$ cat config.mk
export PLATFORM = sky130hd
export DESIGN_NAME = dbgu_uart
export DESIGN_NICKNAME = d
export VERILOG_FILES = /design/src/common/dbgu_pkg.sv /design/src/hdl/dbgu_uart.sv
export SDC_FILE = /design/constraint.sdc
export NUM_CORES = 1
export LEC_CHECK = 0
export BUFFER_PORTS_ARGS = -buffer_cell sky130_fd_sc_hd__buf_2
export CAP_MARGIN = 20
export CORE_ASPECT_RATIO = 0.8
export CORE_MARGIN = 5
export CORE_UTILIZATION = 59
export DETAILED_ROUTE_END_ITERATION = 6
export GPL_ROUTABILITY_DRIVEN = 0
export PLACE_DENSITY_LB_ADDON = 0.3
export SYNTH_ARGS = -nofsm -noshare
export SYNTH_HDL_FRONTEND = slang
export SYNTH_SLANG_ARGS = --single-unit
$ cat constraint.sdc
create_clock -name clk_sys -period 5 [get_ports clk_sys]
set_clock_uncertainty 0.2 [all_clocks]
set_input_delay 1.5 -clock clk_sys [delete_from_list [all_inputs] [get_ports clk_sys]]
set_output_delay 1.5 -clock clk_sys [all_outputs]
set_load 0.01 [all_outputs]
$ cat src/common/dbgu_pkg.sv
// Purpose: constants for the debug uart register block
// Assumes: apb slave, 32-bit words, byte addresses as printed
// Notes:   status and mask registers share one bit layout
package dbgu_pkg;
  // register byte offsets
  localparam logic [11:0] OFS_CTRL   = 12'h000;
  localparam logic [11:0] OFS_MODE   = 12'h004;
  localparam logic [11:0] OFS_IEN    = 12'h008;
  localparam logic [11:0] OFS_IDIS   = 12'h00C;
  localparam logic [11:0] OFS_IMASK  = 12'h010;
  localparam logic [11:0] OFS_STAT   = 12'h014;
  localparam logic [11:0] OFS_RXH    = 12'h018;
  localparam logic [11:0] OFS_TXH    = 12'h01C;
  localparam logic [11:0] OFS_BAUD   = 12'h020;
  localparam logic [11:0] OFS_CID    = 12'h040;
  localparam logic [11:0] OFS_CIDX   = 12'h044;
  localparam logic [11:0] OFS_TAPRST = 12'h048;
  // control bits
  localparam int CB_RXRST = 2;
  localparam int CB_TXRST = 3;
  localparam int CB_RX_ENABLE_CMD  = 4;
  localparam int CB_RX_DISABLE_CMD = 5;
  localparam int CB_TX_ENABLE_CMD  = 6;
  localparam int CB_TX_DISABLE_CMD = 7;
  localparam int CB_STCLR = 8;
  // mode fields
  localparam int MF_PAR_LO = 9;
  localparam int MF_CHM_LO = 14;
  localparam logic [31:0] MODE_WMASK = 32'h0000CE00;
  // status / mask bits
  localparam int SB_RX_READY = 0;
  localparam int SB_TX_READY = 1;
  localparam int SB_RXEND = 3;
  localparam int SB_TXEND = 4;
  localparam int SB_OVR   = 5;
  localparam int SB_FRM   = 6;
  localparam int SB_PAR   = 7;
  localparam int SB_TXEMP = 9;
  localparam int SB_TXBE  = 11;
  localparam int SB_RXBF  = 12;
  localparam int SB_DBGW  = 30;
  localparam int SB_DBGR  = 31;
  localparam logic [31:0] IRQ_WMASK = 32'hC0001AFB;
  // reset values
  localparam logic [31:0] RST_MODE  = 32'h00000000;
  localparam logic [31:0] RST_MASK  = 32'h00000000;
  localparam logic [15:0] RST_BAUD  = 16'h0000;
  // identity words, values arbitrary
  localparam logic [31:0] CHIP_ID_VAL  = 32'h12345670;
  localparam logic [31:0] CHIP_EXT_VAL = 32'h00000000;
  // parity codes
  localparam logic [2:0] PAR_EVEN  = 3'h0;
  localparam logic [2:0] PAR_ODD   = 3'h1;
  localparam logic [2:0] PAR_SPACE = 3'h2;
  localparam logic [2:0] PAR_MARK  = 3'h3;
  // channel modes
  localparam logic [1:0] CHM_NORMAL = 2'h0;
  localparam logic [1:0] CHM_ECHO   = 2'h1;
  localparam logic [1:0] CHM_LLOOP  = 2'h2;
  localparam logic [1:0] CHM_RLOOP  = 2'h3;
  // oversampling points and data bit count
  localparam logic [3:0] OVS_LAST = 4'hF;
  localparam logic [3:0] OVS_MID  = 4'h7;
  localparam logic [3:0] DATA_BITS = 4'h8;
endpackage

$ cat src/hdl/dbgu_uart.sv
// Functional notes
// rx reset command resets and disables receiver at once, aborting frame
// tx reset command resets and disables transmitter at once
// rx enable acts only when rx disable is zero in same write
// rx disable lets a character in reception finish first
// tx enable acts only when tx disable is zero in same write
// tx disable finishes shifted and held characters before stopping
// status clear command clears parity, framing and overrun flags
// parity field: even, odd, space, mark, none when top bit set
// enable-set write ones set mask bits
// enable-clear write ones clear mask bits
// mask register reads enabled sources, resets to zero
// status and mask share one bit layout
// rx ready set on received character, cleared by read or disable
// tx ready low while holding char waits or tx disabled
// error flags sticky until status clear
// tx idle only when holding and shifter empty and enabled
// dma end bits mirror dma end inputs
// dma buffer bits mirror dma buffer inputs
// debug bits mirror debug channel inputs
// baud divisor read/write at 0x20, resets to zero
// divisor 0 off, 1 master clock, else clock over sixteen times divisor
// frame: low start, eight data lsb first, optional parity, high stop
// character done while rx ready set raises overrun
// local loopback feeds tx to rx, pin ignored, out pin high
// channel mode selects normal, echo, local and remote loopback
// interrupt high when any status bit and its mask bit are set
//
// Purpose: debug uart with apb register file
// Assumes: apb inputs synchronous to clk_sys, no wait states
// Notes:   divisor 1 means one sample tick per clock, 16 ticks per bit
//
// Implementation choice: the APB register port.
`timescale 1ns/1ps
module dbgu_uart
  import dbgu_pkg::*;
(
  // clock and reset
  input  wire logic        clk_sys,
  input  wire logic        rstn,
  // apb slave
  input  wire logic        psel,
  input  wire logic        penable,
  input  wire logic        pwrite,
  input  wire logic [11:0] paddr,
  input  wire logic [31:0] pwdata,
  output logic [31:0]      prdata,
  output logic             pready,
  output logic             pslverr,
  // side signals from dma and debug channel
  input  wire logic        rx_dma_end,
  input  wire logic        tx_dma_end,
  input  wire logic        tx_dma_buf_empty,
  input  wire logic        rx_dma_buf_full,
  input  wire logic        debug_write_pending,
  input  wire logic        debug_read_pending,
  // serial line and interrupt
  input  wire logic        serial_in_pin,
  output logic             serial_out_pin,
  output logic             irq
);

  typedef enum logic [3:0] {
    DU_IDLE  = 4'b0001,
    DU_DATA  = 4'b0010,
    DU_PAR   = 4'b0100,
    DU_STOP  = 4'b1000
  } du_st_e;

  function automatic logic parity_of(input logic [7:0] d,
                                     input logic [2:0] p);
    case (p)
      PAR_EVEN:  parity_of = ^d;
      PAR_ODD:   parity_of = ~(^d);
      PAR_SPACE: parity_of = 1'b0;
      default:   parity_of = 1'b1;
    endcase
  endfunction

  // apb decode; no wait states, unmapped reads zero with no error
  logic wr_en;
  logic rd_en;
  assign wr_en   = psel & penable & pwrite;
  assign rd_en   = psel & penable & ~pwrite;
  assign pready  = 1'b1;
  assign pslverr = 1'b0;

  logic cmd_wr;
  logic thr_wr;
  assign cmd_wr = wr_en && paddr == OFS_CTRL;
  assign thr_wr = wr_en && paddr == OFS_TXH;

  // register state
  logic [31:0] mode_q, mode_d;
  logic [31:0] mask_q, mask_d;
  logic [15:0] baud_q, baud_d;
  logic        tap_q, tap_d;
  logic [31:0] prdata_q, prdata_d;
  logic [31:0] status;
  logic [2:0]  par_sel;
  logic [1:0]  chm;
  assign par_sel = mode_q[MF_PAR_LO +: 3];
  assign chm     = mode_q[MF_CHM_LO +: 2];

  // baud tick: sixteen ticks per bit
  logic [15:0] bdiv_q, bdiv_d;
  logic        tick;
  always_comb begin
    bdiv_d = 16'h0000;
    tick   = 1'b0;
    if (baud_q == 16'h0001) begin
      tick = 1'b1;
    end else if (baud_q != 16'h0000) begin
      tick   = (bdiv_q == 16'h0000);
      bdiv_d = tick ? baud_q - 16'h0001 : bdiv_q - 16'h0001;
    end
  end
  always_ff @(posedge clk_sys) begin
    if (!rstn) bdiv_q <= 16'h0000;
    else       bdiv_q <= bdiv_d;
  end

  // transmitter
  du_st_e     tst_q, tst_d;
  logic [3:0] tsub_q, tsub_d;
  logic [3:0] tcnt_q, tcnt_d;
  logic [7:0] tsh_q, tsh_d;
  logic [7:0] thr_q, thr_d;
  logic       thr_full_q, thr_full_d;
  logic       tx_en_q, tx_en_d;
  logic       tx_stop_q, tx_stop_d;
  logic       tline_q, tline_d;
  logic       tx_busy;
  assign tx_busy = (tst_q != DU_IDLE);

  always_comb begin
    tst_d = tst_q;  tsub_d = tsub_q;  tcnt_d = tcnt_q;
    tsh_d = tsh_q;  thr_d = thr_q;    thr_full_d = thr_full_q;
    tx_en_d = tx_en_q;  tx_stop_d = tx_stop_q;  tline_d = tline_q;
    if (thr_wr && tx_en_q) begin
      thr_d      = pwdata[7:0];
      thr_full_d = 1'b1;
    end
    if (tick) begin
      case (tst_q)
        DU_IDLE: begin
          if (thr_full_q && tx_en_q) begin
            tsh_d = thr_q;
            thr_full_d = thr_wr;
            tline_d = 1'b0;
            tsub_d = 4'h0;
            tcnt_d = 4'h0;
            tst_d = DU_DATA;
          end
        end
        DU_DATA: begin
          tsub_d = tsub_q + 4'h1;
          if (tsub_q == OVS_LAST) begin
            if (tcnt_q == DATA_BITS) begin
              tline_d = par_sel[2] ? 1'b1 : parity_of(tsh_q, par_sel);
              tst_d   = par_sel[2] ? DU_STOP : DU_PAR;
            end else begin
              tline_d = tsh_q[tcnt_q[2:0]];
              tcnt_d  = tcnt_q + 4'h1;
            end
          end
        end
        DU_PAR: begin
          tsub_d = tsub_q + 4'h1;
          if (tsub_q == OVS_LAST) begin
            tline_d = 1'b1;
            tst_d   = DU_STOP;
          end
        end
        DU_STOP: begin
          tsub_d = tsub_q + 4'h1;
          if (tsub_q == OVS_LAST) tst_d = DU_IDLE;
        end
        default: tst_d = DU_IDLE;
      endcase
    end
    // pending disable takes effect once nothing is left to send
    if (tx_stop_q && !tx_busy && !thr_full_q) begin
      tx_en_d = 1'b0;
      tx_stop_d = 1'b0;
    end
    if (cmd_wr) begin
      if (pwdata[CB_TX_DISABLE_CMD]) tx_stop_d = tx_en_q;
      else if (pwdata[CB_TX_ENABLE_CMD]) begin
        tx_en_d = 1'b1;
        tx_stop_d = 1'b0;
      end
      if (pwdata[CB_TXRST]) begin
        tst_d = DU_IDLE;
        thr_full_d = 1'b0;
        tx_en_d = 1'b0;
        tx_stop_d = 1'b0;
        tline_d = 1'b1;
      end
    end
  end
  always_ff @(posedge clk_sys) begin
    if (!rstn) begin
      tst_q <= DU_IDLE;  tsub_q <= 4'h0;  tcnt_q <= 4'h0;
      tsh_q <= 8'h00;    thr_q <= 8'h00;  thr_full_q <= 1'b0;
      tx_en_q <= 1'b0;   tx_stop_q <= 1'b0;  tline_q <= 1'b1;
    end else begin
      tst_q <= tst_d;  tsub_q <= tsub_d;  tcnt_q <= tcnt_d;
      tsh_q <= tsh_d;  thr_q <= thr_d;    thr_full_q <= thr_full_d;
      tx_en_q <= tx_en_d;  tx_stop_q <= tx_stop_d;  tline_q <= tline_d;
    end
  end

  // channel mode routing
  logic rx_line;
  always_comb begin
    rx_line = serial_in_pin;
    serial_out_pin = tline_q;
    case (chm)
      CHM_ECHO:  serial_out_pin = serial_in_pin;
      CHM_LLOOP: begin
        rx_line = tline_q;
        serial_out_pin = 1'b1;
      end
      CHM_RLOOP: begin
        rx_line = 1'b1;
        serial_out_pin = serial_in_pin;
      end
      default: rx_line = serial_in_pin;
    endcase
  end

  // receiver
  du_st_e     rst_q, rst_d;
  logic [3:0] rsub_q, rsub_d;
  logic [3:0] rcnt_q, rcnt_d;
  logic [7:0] rsh_q, rsh_d;
  logic [7:0] rhr_q, rhr_d;
  logic       rx_rdy_q, rx_rdy_d;
  logic       rx_en_q, rx_en_d;
  logic       rx_stop_q, rx_stop_d;
  logic       rpar_q, rpar_d;
  logic       ovr_q, ovr_d, frm_q, frm_d, perr_q, perr_d;
  logic       rhr_rd;
  assign rhr_rd = rd_en && paddr == OFS_RXH;

  always_comb begin
    rst_d = rst_q;  rsub_d = rsub_q;  rcnt_d = rcnt_q;
    rsh_d = rsh_q;  rhr_d = rhr_q;    rx_rdy_d = rx_rdy_q;
    rx_en_d = rx_en_q;  rx_stop_d = rx_stop_q;  rpar_d = rpar_q;
    ovr_d = ovr_q;  frm_d = frm_q;  perr_d = perr_q;
    if (rhr_rd) rx_rdy_d = 1'b0;
    if (cmd_wr && pwdata[CB_STCLR]) begin
      ovr_d = 1'b0;
      frm_d = 1'b0;
      perr_d = 1'b0;
    end
    if (tick && rx_en_q) begin
      case (rst_q)
        DU_IDLE: begin
          rsub_d = 4'h0;
          rcnt_d = 4'h0;
          if (!rx_line && !rx_stop_q) rst_d = DU_DATA;
        end
        DU_DATA: begin
          rsub_d = rsub_q + 4'h1;
          if (rsub_q == OVS_MID) begin
            if (rcnt_q == 4'h0 && rx_line) rst_d = DU_IDLE; // false start
            else if (rcnt_q != 4'h0) rsh_d = {rx_line, rsh_q[7:1]};
            if (rcnt_q == DATA_BITS) rst_d = par_sel[2] ? DU_STOP : DU_PAR;
            rcnt_d = rcnt_q + 4'h1;
          end
        end
        DU_PAR: begin
          rsub_d = rsub_q + 4'h1;
          if (rsub_q == OVS_MID) begin
            rpar_d = rx_line;
            rst_d = DU_STOP;
          end
        end
        DU_STOP: begin
          rsub_d = rsub_q + 4'h1;
          if (rsub_q == OVS_MID) begin
            rhr_d = rsh_q;
            rx_rdy_d = 1'b1;
            if (rx_rdy_q && !rhr_rd) ovr_d = 1'b1;
            if (!rx_line) frm_d = 1'b1;
            if (!par_sel[2] && rpar_q != parity_of(rsh_q, par_sel))
              perr_d = 1'b1;
            rst_d = DU_IDLE;
          end
        end
        default: rst_d = DU_IDLE;
      endcase
    end
    if (rx_stop_q && rst_q == DU_IDLE) begin
      rx_en_d = 1'b0;
      rx_stop_d = 1'b0;
      rx_rdy_d = 1'b0;
    end
    if (cmd_wr) begin
      if (pwdata[CB_RX_DISABLE_CMD]) rx_stop_d = rx_en_q;
      else if (pwdata[CB_RX_ENABLE_CMD]) begin
        rx_en_d = 1'b1;
        rx_stop_d = 1'b0;
      end
      if (pwdata[CB_RXRST]) begin
        rst_d = DU_IDLE;
        rx_en_d = 1'b0;
        rx_stop_d = 1'b0;
        rx_rdy_d = 1'b0;
      end
    end
  end
  always_ff @(posedge clk_sys) begin
    if (!rstn) begin
      rst_q <= DU_IDLE;  rsub_q <= 4'h0;  rcnt_q <= 4'h0;
      rsh_q <= 8'h00;    rhr_q <= 8'h00;  rx_rdy_q <= 1'b0;
      rx_en_q <= 1'b0;   rx_stop_q <= 1'b0;  rpar_q <= 1'b0;
      ovr_q <= 1'b0;     frm_q <= 1'b0;   perr_q <= 1'b0;
    end else begin
      rst_q <= rst_d;  rsub_q <= rsub_d;  rcnt_q <= rcnt_d;
      rsh_q <= rsh_d;  rhr_q <= rhr_d;    rx_rdy_q <= rx_rdy_d;
      rx_en_q <= rx_en_d;  rx_stop_q <= rx_stop_d;  rpar_q <= rpar_d;
      ovr_q <= ovr_d;  frm_q <= frm_d;  perr_q <= perr_d;
    end
  end

  // status word assembly
  always_comb begin
    status = 32'h00000000;
    status[SB_RX_READY] = rx_rdy_q & rx_en_q;
    status[SB_TX_READY] = tx_en_q & ~thr_full_q;
    status[SB_RXEND] = rx_dma_end;
    status[SB_TXEND] = tx_dma_end;
    status[SB_OVR]   = ovr_q;
    status[SB_FRM]   = frm_q;
    status[SB_PAR]   = perr_q;
    status[SB_TXEMP] = tx_en_q & ~thr_full_q & ~tx_busy;
    status[SB_TXBE]  = tx_dma_buf_empty;
    status[SB_RXBF]  = rx_dma_buf_full;
    status[SB_DBGW]  = debug_write_pending;
    status[SB_DBGR]  = debug_read_pending;
  end

  // register writes and read data
  always_comb begin
    mode_d = mode_q;  mask_d = mask_q;  baud_d = baud_q;  tap_d = tap_q;
    prdata_d = prdata_q;
    if (wr_en) begin
      case (paddr)
        OFS_MODE:   mode_d = pwdata & MODE_WMASK;
        OFS_IEN:    mask_d = mask_q | (pwdata & IRQ_WMASK);
        OFS_IDIS:   mask_d = mask_q & ~pwdata;
        OFS_BAUD:   baud_d = pwdata[15:0];
        OFS_TAPRST: tap_d = pwdata[0];
        default:    tap_d = tap_q;
      endcase
    end
    if (psel && !penable && !pwrite) begin
      case (paddr)
        OFS_MODE:   prdata_d = mode_q;
        OFS_IMASK:  prdata_d = mask_q;
        OFS_STAT:   prdata_d = status;
        OFS_RXH:    prdata_d = {24'h000000, rhr_q};
        OFS_BAUD:   prdata_d = {16'h0000, baud_q};
        OFS_CID:    prdata_d = CHIP_ID_VAL;
        OFS_CIDX:   prdata_d = CHIP_EXT_VAL;
        OFS_TAPRST: prdata_d = {31'h00000000, tap_q};
        default:    prdata_d = 32'h00000000;
      endcase
    end
  end
  always_ff @(posedge clk_sys) begin
    if (!rstn) begin
      mode_q <= RST_MODE;  mask_q <= RST_MASK;  baud_q <= RST_BAUD;
      tap_q <= 1'b0;  prdata_q <= 32'h00000000;
    end else begin
      mode_q <= mode_d;  mask_q <= mask_d;  baud_q <= baud_d;
      tap_q <= tap_d;  prdata_q <= prdata_d;
    end
  end
  assign prdata = prdata_q;
  assign irq    = |(status & mask_q);

  // checks
  a_irq_gate: assert property (@(posedge clk_sys) disable iff (!rstn)
    irq == |(status & mask_q)) else $error("irq mismatch");
  a_stclr_errs: assert property (@(posedge clk_sys) disable iff (!rstn)
    cmd_wr && pwdata[CB_STCLR] && !(tick && rst_q == DU_STOP)
    |=> !frm_q && !perr_q) else $error("errors not cleared");
  a_rxrst_now: assert property (@(posedge clk_sys) disable iff (!rstn)
    cmd_wr && pwdata[CB_RXRST] |=> !rx_en_q && rst_q == DU_IDLE)
    else $error("rx reset slow");
  a_txrst_now: assert property (@(posedge clk_sys) disable iff (!rstn)
    cmd_wr && pwdata[CB_TXRST] |=> !tx_en_q && !thr_full_q && tline_q)
    else $error("tx reset slow");
  a_ien_set: assert property (@(posedge clk_sys) disable iff (!rstn)
    wr_en && paddr == OFS_IEN |=> (mask_q & $past(pwdata) & IRQ_WMASK)
    == ($past(pwdata) & IRQ_WMASK)) else $error("mask not set");
  a_idis_clr: assert property (@(posedge clk_sys) disable iff (!rstn)
    wr_en && paddr == OFS_IDIS |=> (mask_q & $past(pwdata)) == 32'h0)
    else $error("mask not cleared");
  a_tx_ready_dis: assert property (@(posedge clk_sys) disable iff (!rstn)
    !tx_en_q |-> !status[SB_TX_READY] && !status[SB_TXEMP])
    else $error("tx flags while off");
  a_rx_enable_cmd_dis: assert property (@(posedge clk_sys) disable iff (!rstn)
    cmd_wr && pwdata[CB_RX_ENABLE_CMD] && pwdata[CB_RX_DISABLE_CMD] && !rx_en_q
    |=> !rx_en_q) else $error("rx enabled despite disable");
  a_loop_out: assert property (@(posedge clk_sys) disable iff (!rstn)
    chm == CHM_LLOOP |-> serial_out_pin) else $error("pin not idle");
  a_ovr_sticky: assert property (@(posedge clk_sys) disable iff (!rstn)
    ovr_q && !(cmd_wr && pwdata[CB_STCLR]) |=> ovr_q)
    else $error("overrun dropped");

endmodule // dbgu_uart

==> reports/results.txt <==
Status: finished, final reports clean
Ratio of cells with drive above 1 in the final layout: 14.70%
H-Tree Depth: 4
Flop-to-flop setup slack: 1.23 ns
Mapped Nets: 1048
CP max FO: 2
# resized after CTS: 0
Post-placement cell count: 1209
Die Wd: 142.6 um
CP required: 3.30 ns
Fmax: 239.6 MHz
Post-layout power: 2.740 mW
Rows: 38
Worst slew pin tran: 0.9540 ns
Mapped Cells: 983
Layout Area Growth over Synthesis: 13.85%
Total core area: 13690 um2
Post-route setup TNS: 0 ns
Post-synthesis register bit count: 169
Maximum VDD drop: 237.2 uV
CP most frequent cell: buf_2
Hold Crit Depth: 2
Ys flop type: dfxtp_1
Most common cell in the netlist: dfxtp_1
Yosys cell types: 72
HPWL after detailed placement: 15870 um
Clock sink count: 169
CTS Hold Bufs: 0
Fraction of synthesized cell area taken by the top area cell type: 40.78%
Slowest-stage cell, CP: a221oi_1
Die area: 16550 um2
DRT Pass-1 Iters: 5
Antenna cells: 0
Cells along the critical path: buf_2 > a22o_1 > a221oi_1 > and3_1 > nand3_1 > buf_2
Total CTS buffers: 17
RR Endpoint: rhr_q[1]$_SDFFE_PN0P_
WHS Endpoint: mask_q[22]$_SDFFE_PN0P_
DRC viols: 0
Clk buf depth: 2
Initial drt markers: 563
Lkg Pwr: 3.640 nW
DR WL/cell: 18.13 um
R2R Path Start: baud_q[4]$_SDFFE_PN0P_
Via count: 7526
Worst Path Arrival: 2.47 ns
Vias in the first global route: 7145
Post CTS Setup Buffer Count: 0
Hold path startpoint: mask_q[22]$_SDFFE_PN0P_
Ys async rst share: 0%
Util after Layout: 68.97%
Crit. End Element: output port
RSZ-0062 raised after global routing: no
Worst skew pair latency: 0.43 ns
Syn. warnings: 0
Pwr Density: 290.1 nW/um2
Num ports: 92
Final number of hold-violating endpoints: 0
Root buffer cell: clkbuf_16
# fillers: 1118
Port-buffer cells: 89
Final hold slack: 0.2322 ns
Overall Global Routing Usage: 27.99%
First-pass GRT wire length: 36870 um
Largest stage delay on the critical path: 0.23 ns
Post-synth top cells: 169 x dfxtp_1, 122 x nand2_1, 94 x nor2_1, 74 x a21oi_1, 58 x mux2i_1
Largest net degree at the start of global routing: 93
Avg Inst Size Synth: 8.439 um2
Setup CP Type: input pin to output port
Fin. max-slew vios: 0
Min cycle time layout: 4.174 ns
Non-filler instance count after layout: 1241
Post-synth EDFFs: 0
Tcrit/Tclk final: 83.48%
Register area share after synthesis: 40.78%
Routed Antenna Nets: 0
Leading area contributor after synthesis: dfxtp_1
Worst r2r path cells: 6
Clock edge transition at the registers on the reported setup and hold paths: 0.07 ns
Antenna violations before repair: 0
Initial core utilization: 60.58%
CP Launch Type: input pin
Max-Slew Margin vs Limit: 36.12%
Final net count: 1113
Vias/cell: 6.064
Synth area leaders: dfxtp_1 41%, mux2i_1 7.0%, nand2_1 5.5%, a21oi_1 4.5%, nor2_1 4.3%
Die height: 116.1 um
Final setup vio count: 0
Synth Cell Area: 8295 um2
Max-cap violation count: 0
CTS tree: yes
GRT overflow: 0
Drt total wl: 22500 um
HP Class: flop to flop
registers in the layout, indices dropped and copies added, names as in the netlist, 4 cells and up, named ones only:
| register | count |
|---|---|
| thr_q | 8 |
| mask_q | 20 |
| mode_q | 5 |
| prdata | 32 |
| tst_q | 4 |
| rst_q | 4 |
| tsub_q | 4 |
| rsh_q | 8 |
| tsh_q | 8 |
| rsub_q | 4 |
| rcnt_q | 4 |
| tcnt_q | 4 |
| bdiv_q | 16 |
| rhr_q | 8 |
| baud_q | 16 |
cells by family (layout without fill, tap and decap cells):
kind of cell / count (synthesis) / after routing / share of synthesized area [%]
mux: 60 / 60 / 7.541
compound gates: 231 / 231 / 18.30
buf+inv: 78 / 156 / 3.756
simple gates: 389 / 389 / 23.26
flops: 169 / 169 / 40.78
xor+xnor: 45 / 45 / 4.917
fa+ha+maj: 9 / 9 / 1.357
other cells: 2 / 2 / 0.09053
routing by layer:
| metal | vias up | global-route usage, % | part of all wire, % |
|---|---|---|---|
| li1 | 3649 | - | - |
| met1 | 3554 | 39.22 | 46 |
| met2 | 284 | 41.11 | 43 |
| met3 | 39 | 8.375 | 9.0 |
| met4 | 0 | 9.880 | 2.1 |
| met5 | - | 0 | 0 |
layout make-up:
cell class	instances	area [um2]	share of cell area, %
Multi-Input combinational cell	736	4611	48.82
Inverter	19	71.32	0.7552
Tap cell	180	225.2	2.385
Clock buffer	18	439.2	4.650
Timing Repair Buffer	105	578.1	6.121
Clock inverter	14	136.4	1.444
Sequential cell	169	3383	35.82
placed cells by master (no fill, tap or decap), types with 15 or more instances in the layout:
cell type,synthesis,final
a21oi_1,74,74
inv_1,19,19
xnor2_1,27,27
nor2_1,94,94
a21boi_0,15,15
dfxtp_1,169,169
o21ai_0,41,41
nand3_1,36,36
nand2_1,122,122
nor2b_1,28,27
xor2_1,17,17
mux2i_1,58,58
clkbuf_16,0,17
buf_2,6,89
buf_4,3,15
a211oi_1,23,23
power breakdown:
| group | internal (mW) | leakage [nW] | switching [mW] |
|---|---|---|---|
| Clock | 0.710 | 0.280 | 0.586 |
| Sequential | 1.35 | 1.36 | 0.00120 |
| Combinational | 0.0337 | 2.00 | 0.0610 |
metrics by stage:
step / worst slack (ns) / area (um2)
final: 0.8261 / 9444
after global routing: 0.7703 / 9444
after CTS: 0.8442 / 9444
after detailed placement: 0.8287 / 8869
after global placement: 0.8866 / 8869
after floorplan: 0.9193 / 8295
worst max path at each step:
stage,start,to,depth (start not counted)
2_1_floorplan,paddr[9],baud_q[15]$_SDFFE_PN0P_,9
3_3_place_gp,tx_dma_buf_empty,irq,6
3_5_place_dp,paddr[9],baud_q[6]$_SDFFE_PN0P_,8
4_1_cts,tx_dma_buf_empty,irq,6
5_1_grt,tx_dma_buf_empty,irq,6
6_report,tx_dma_buf_empty,irq,6
critical path, delay by kind of cell:
kind	cells	cell delay, ns
AOI/OAI and AO/OA	2	0.45
buffers and inverters	2	0.27
and+or+nand+nor	2	0.26
Note: power is estimated with default switching activity, not from simulation.
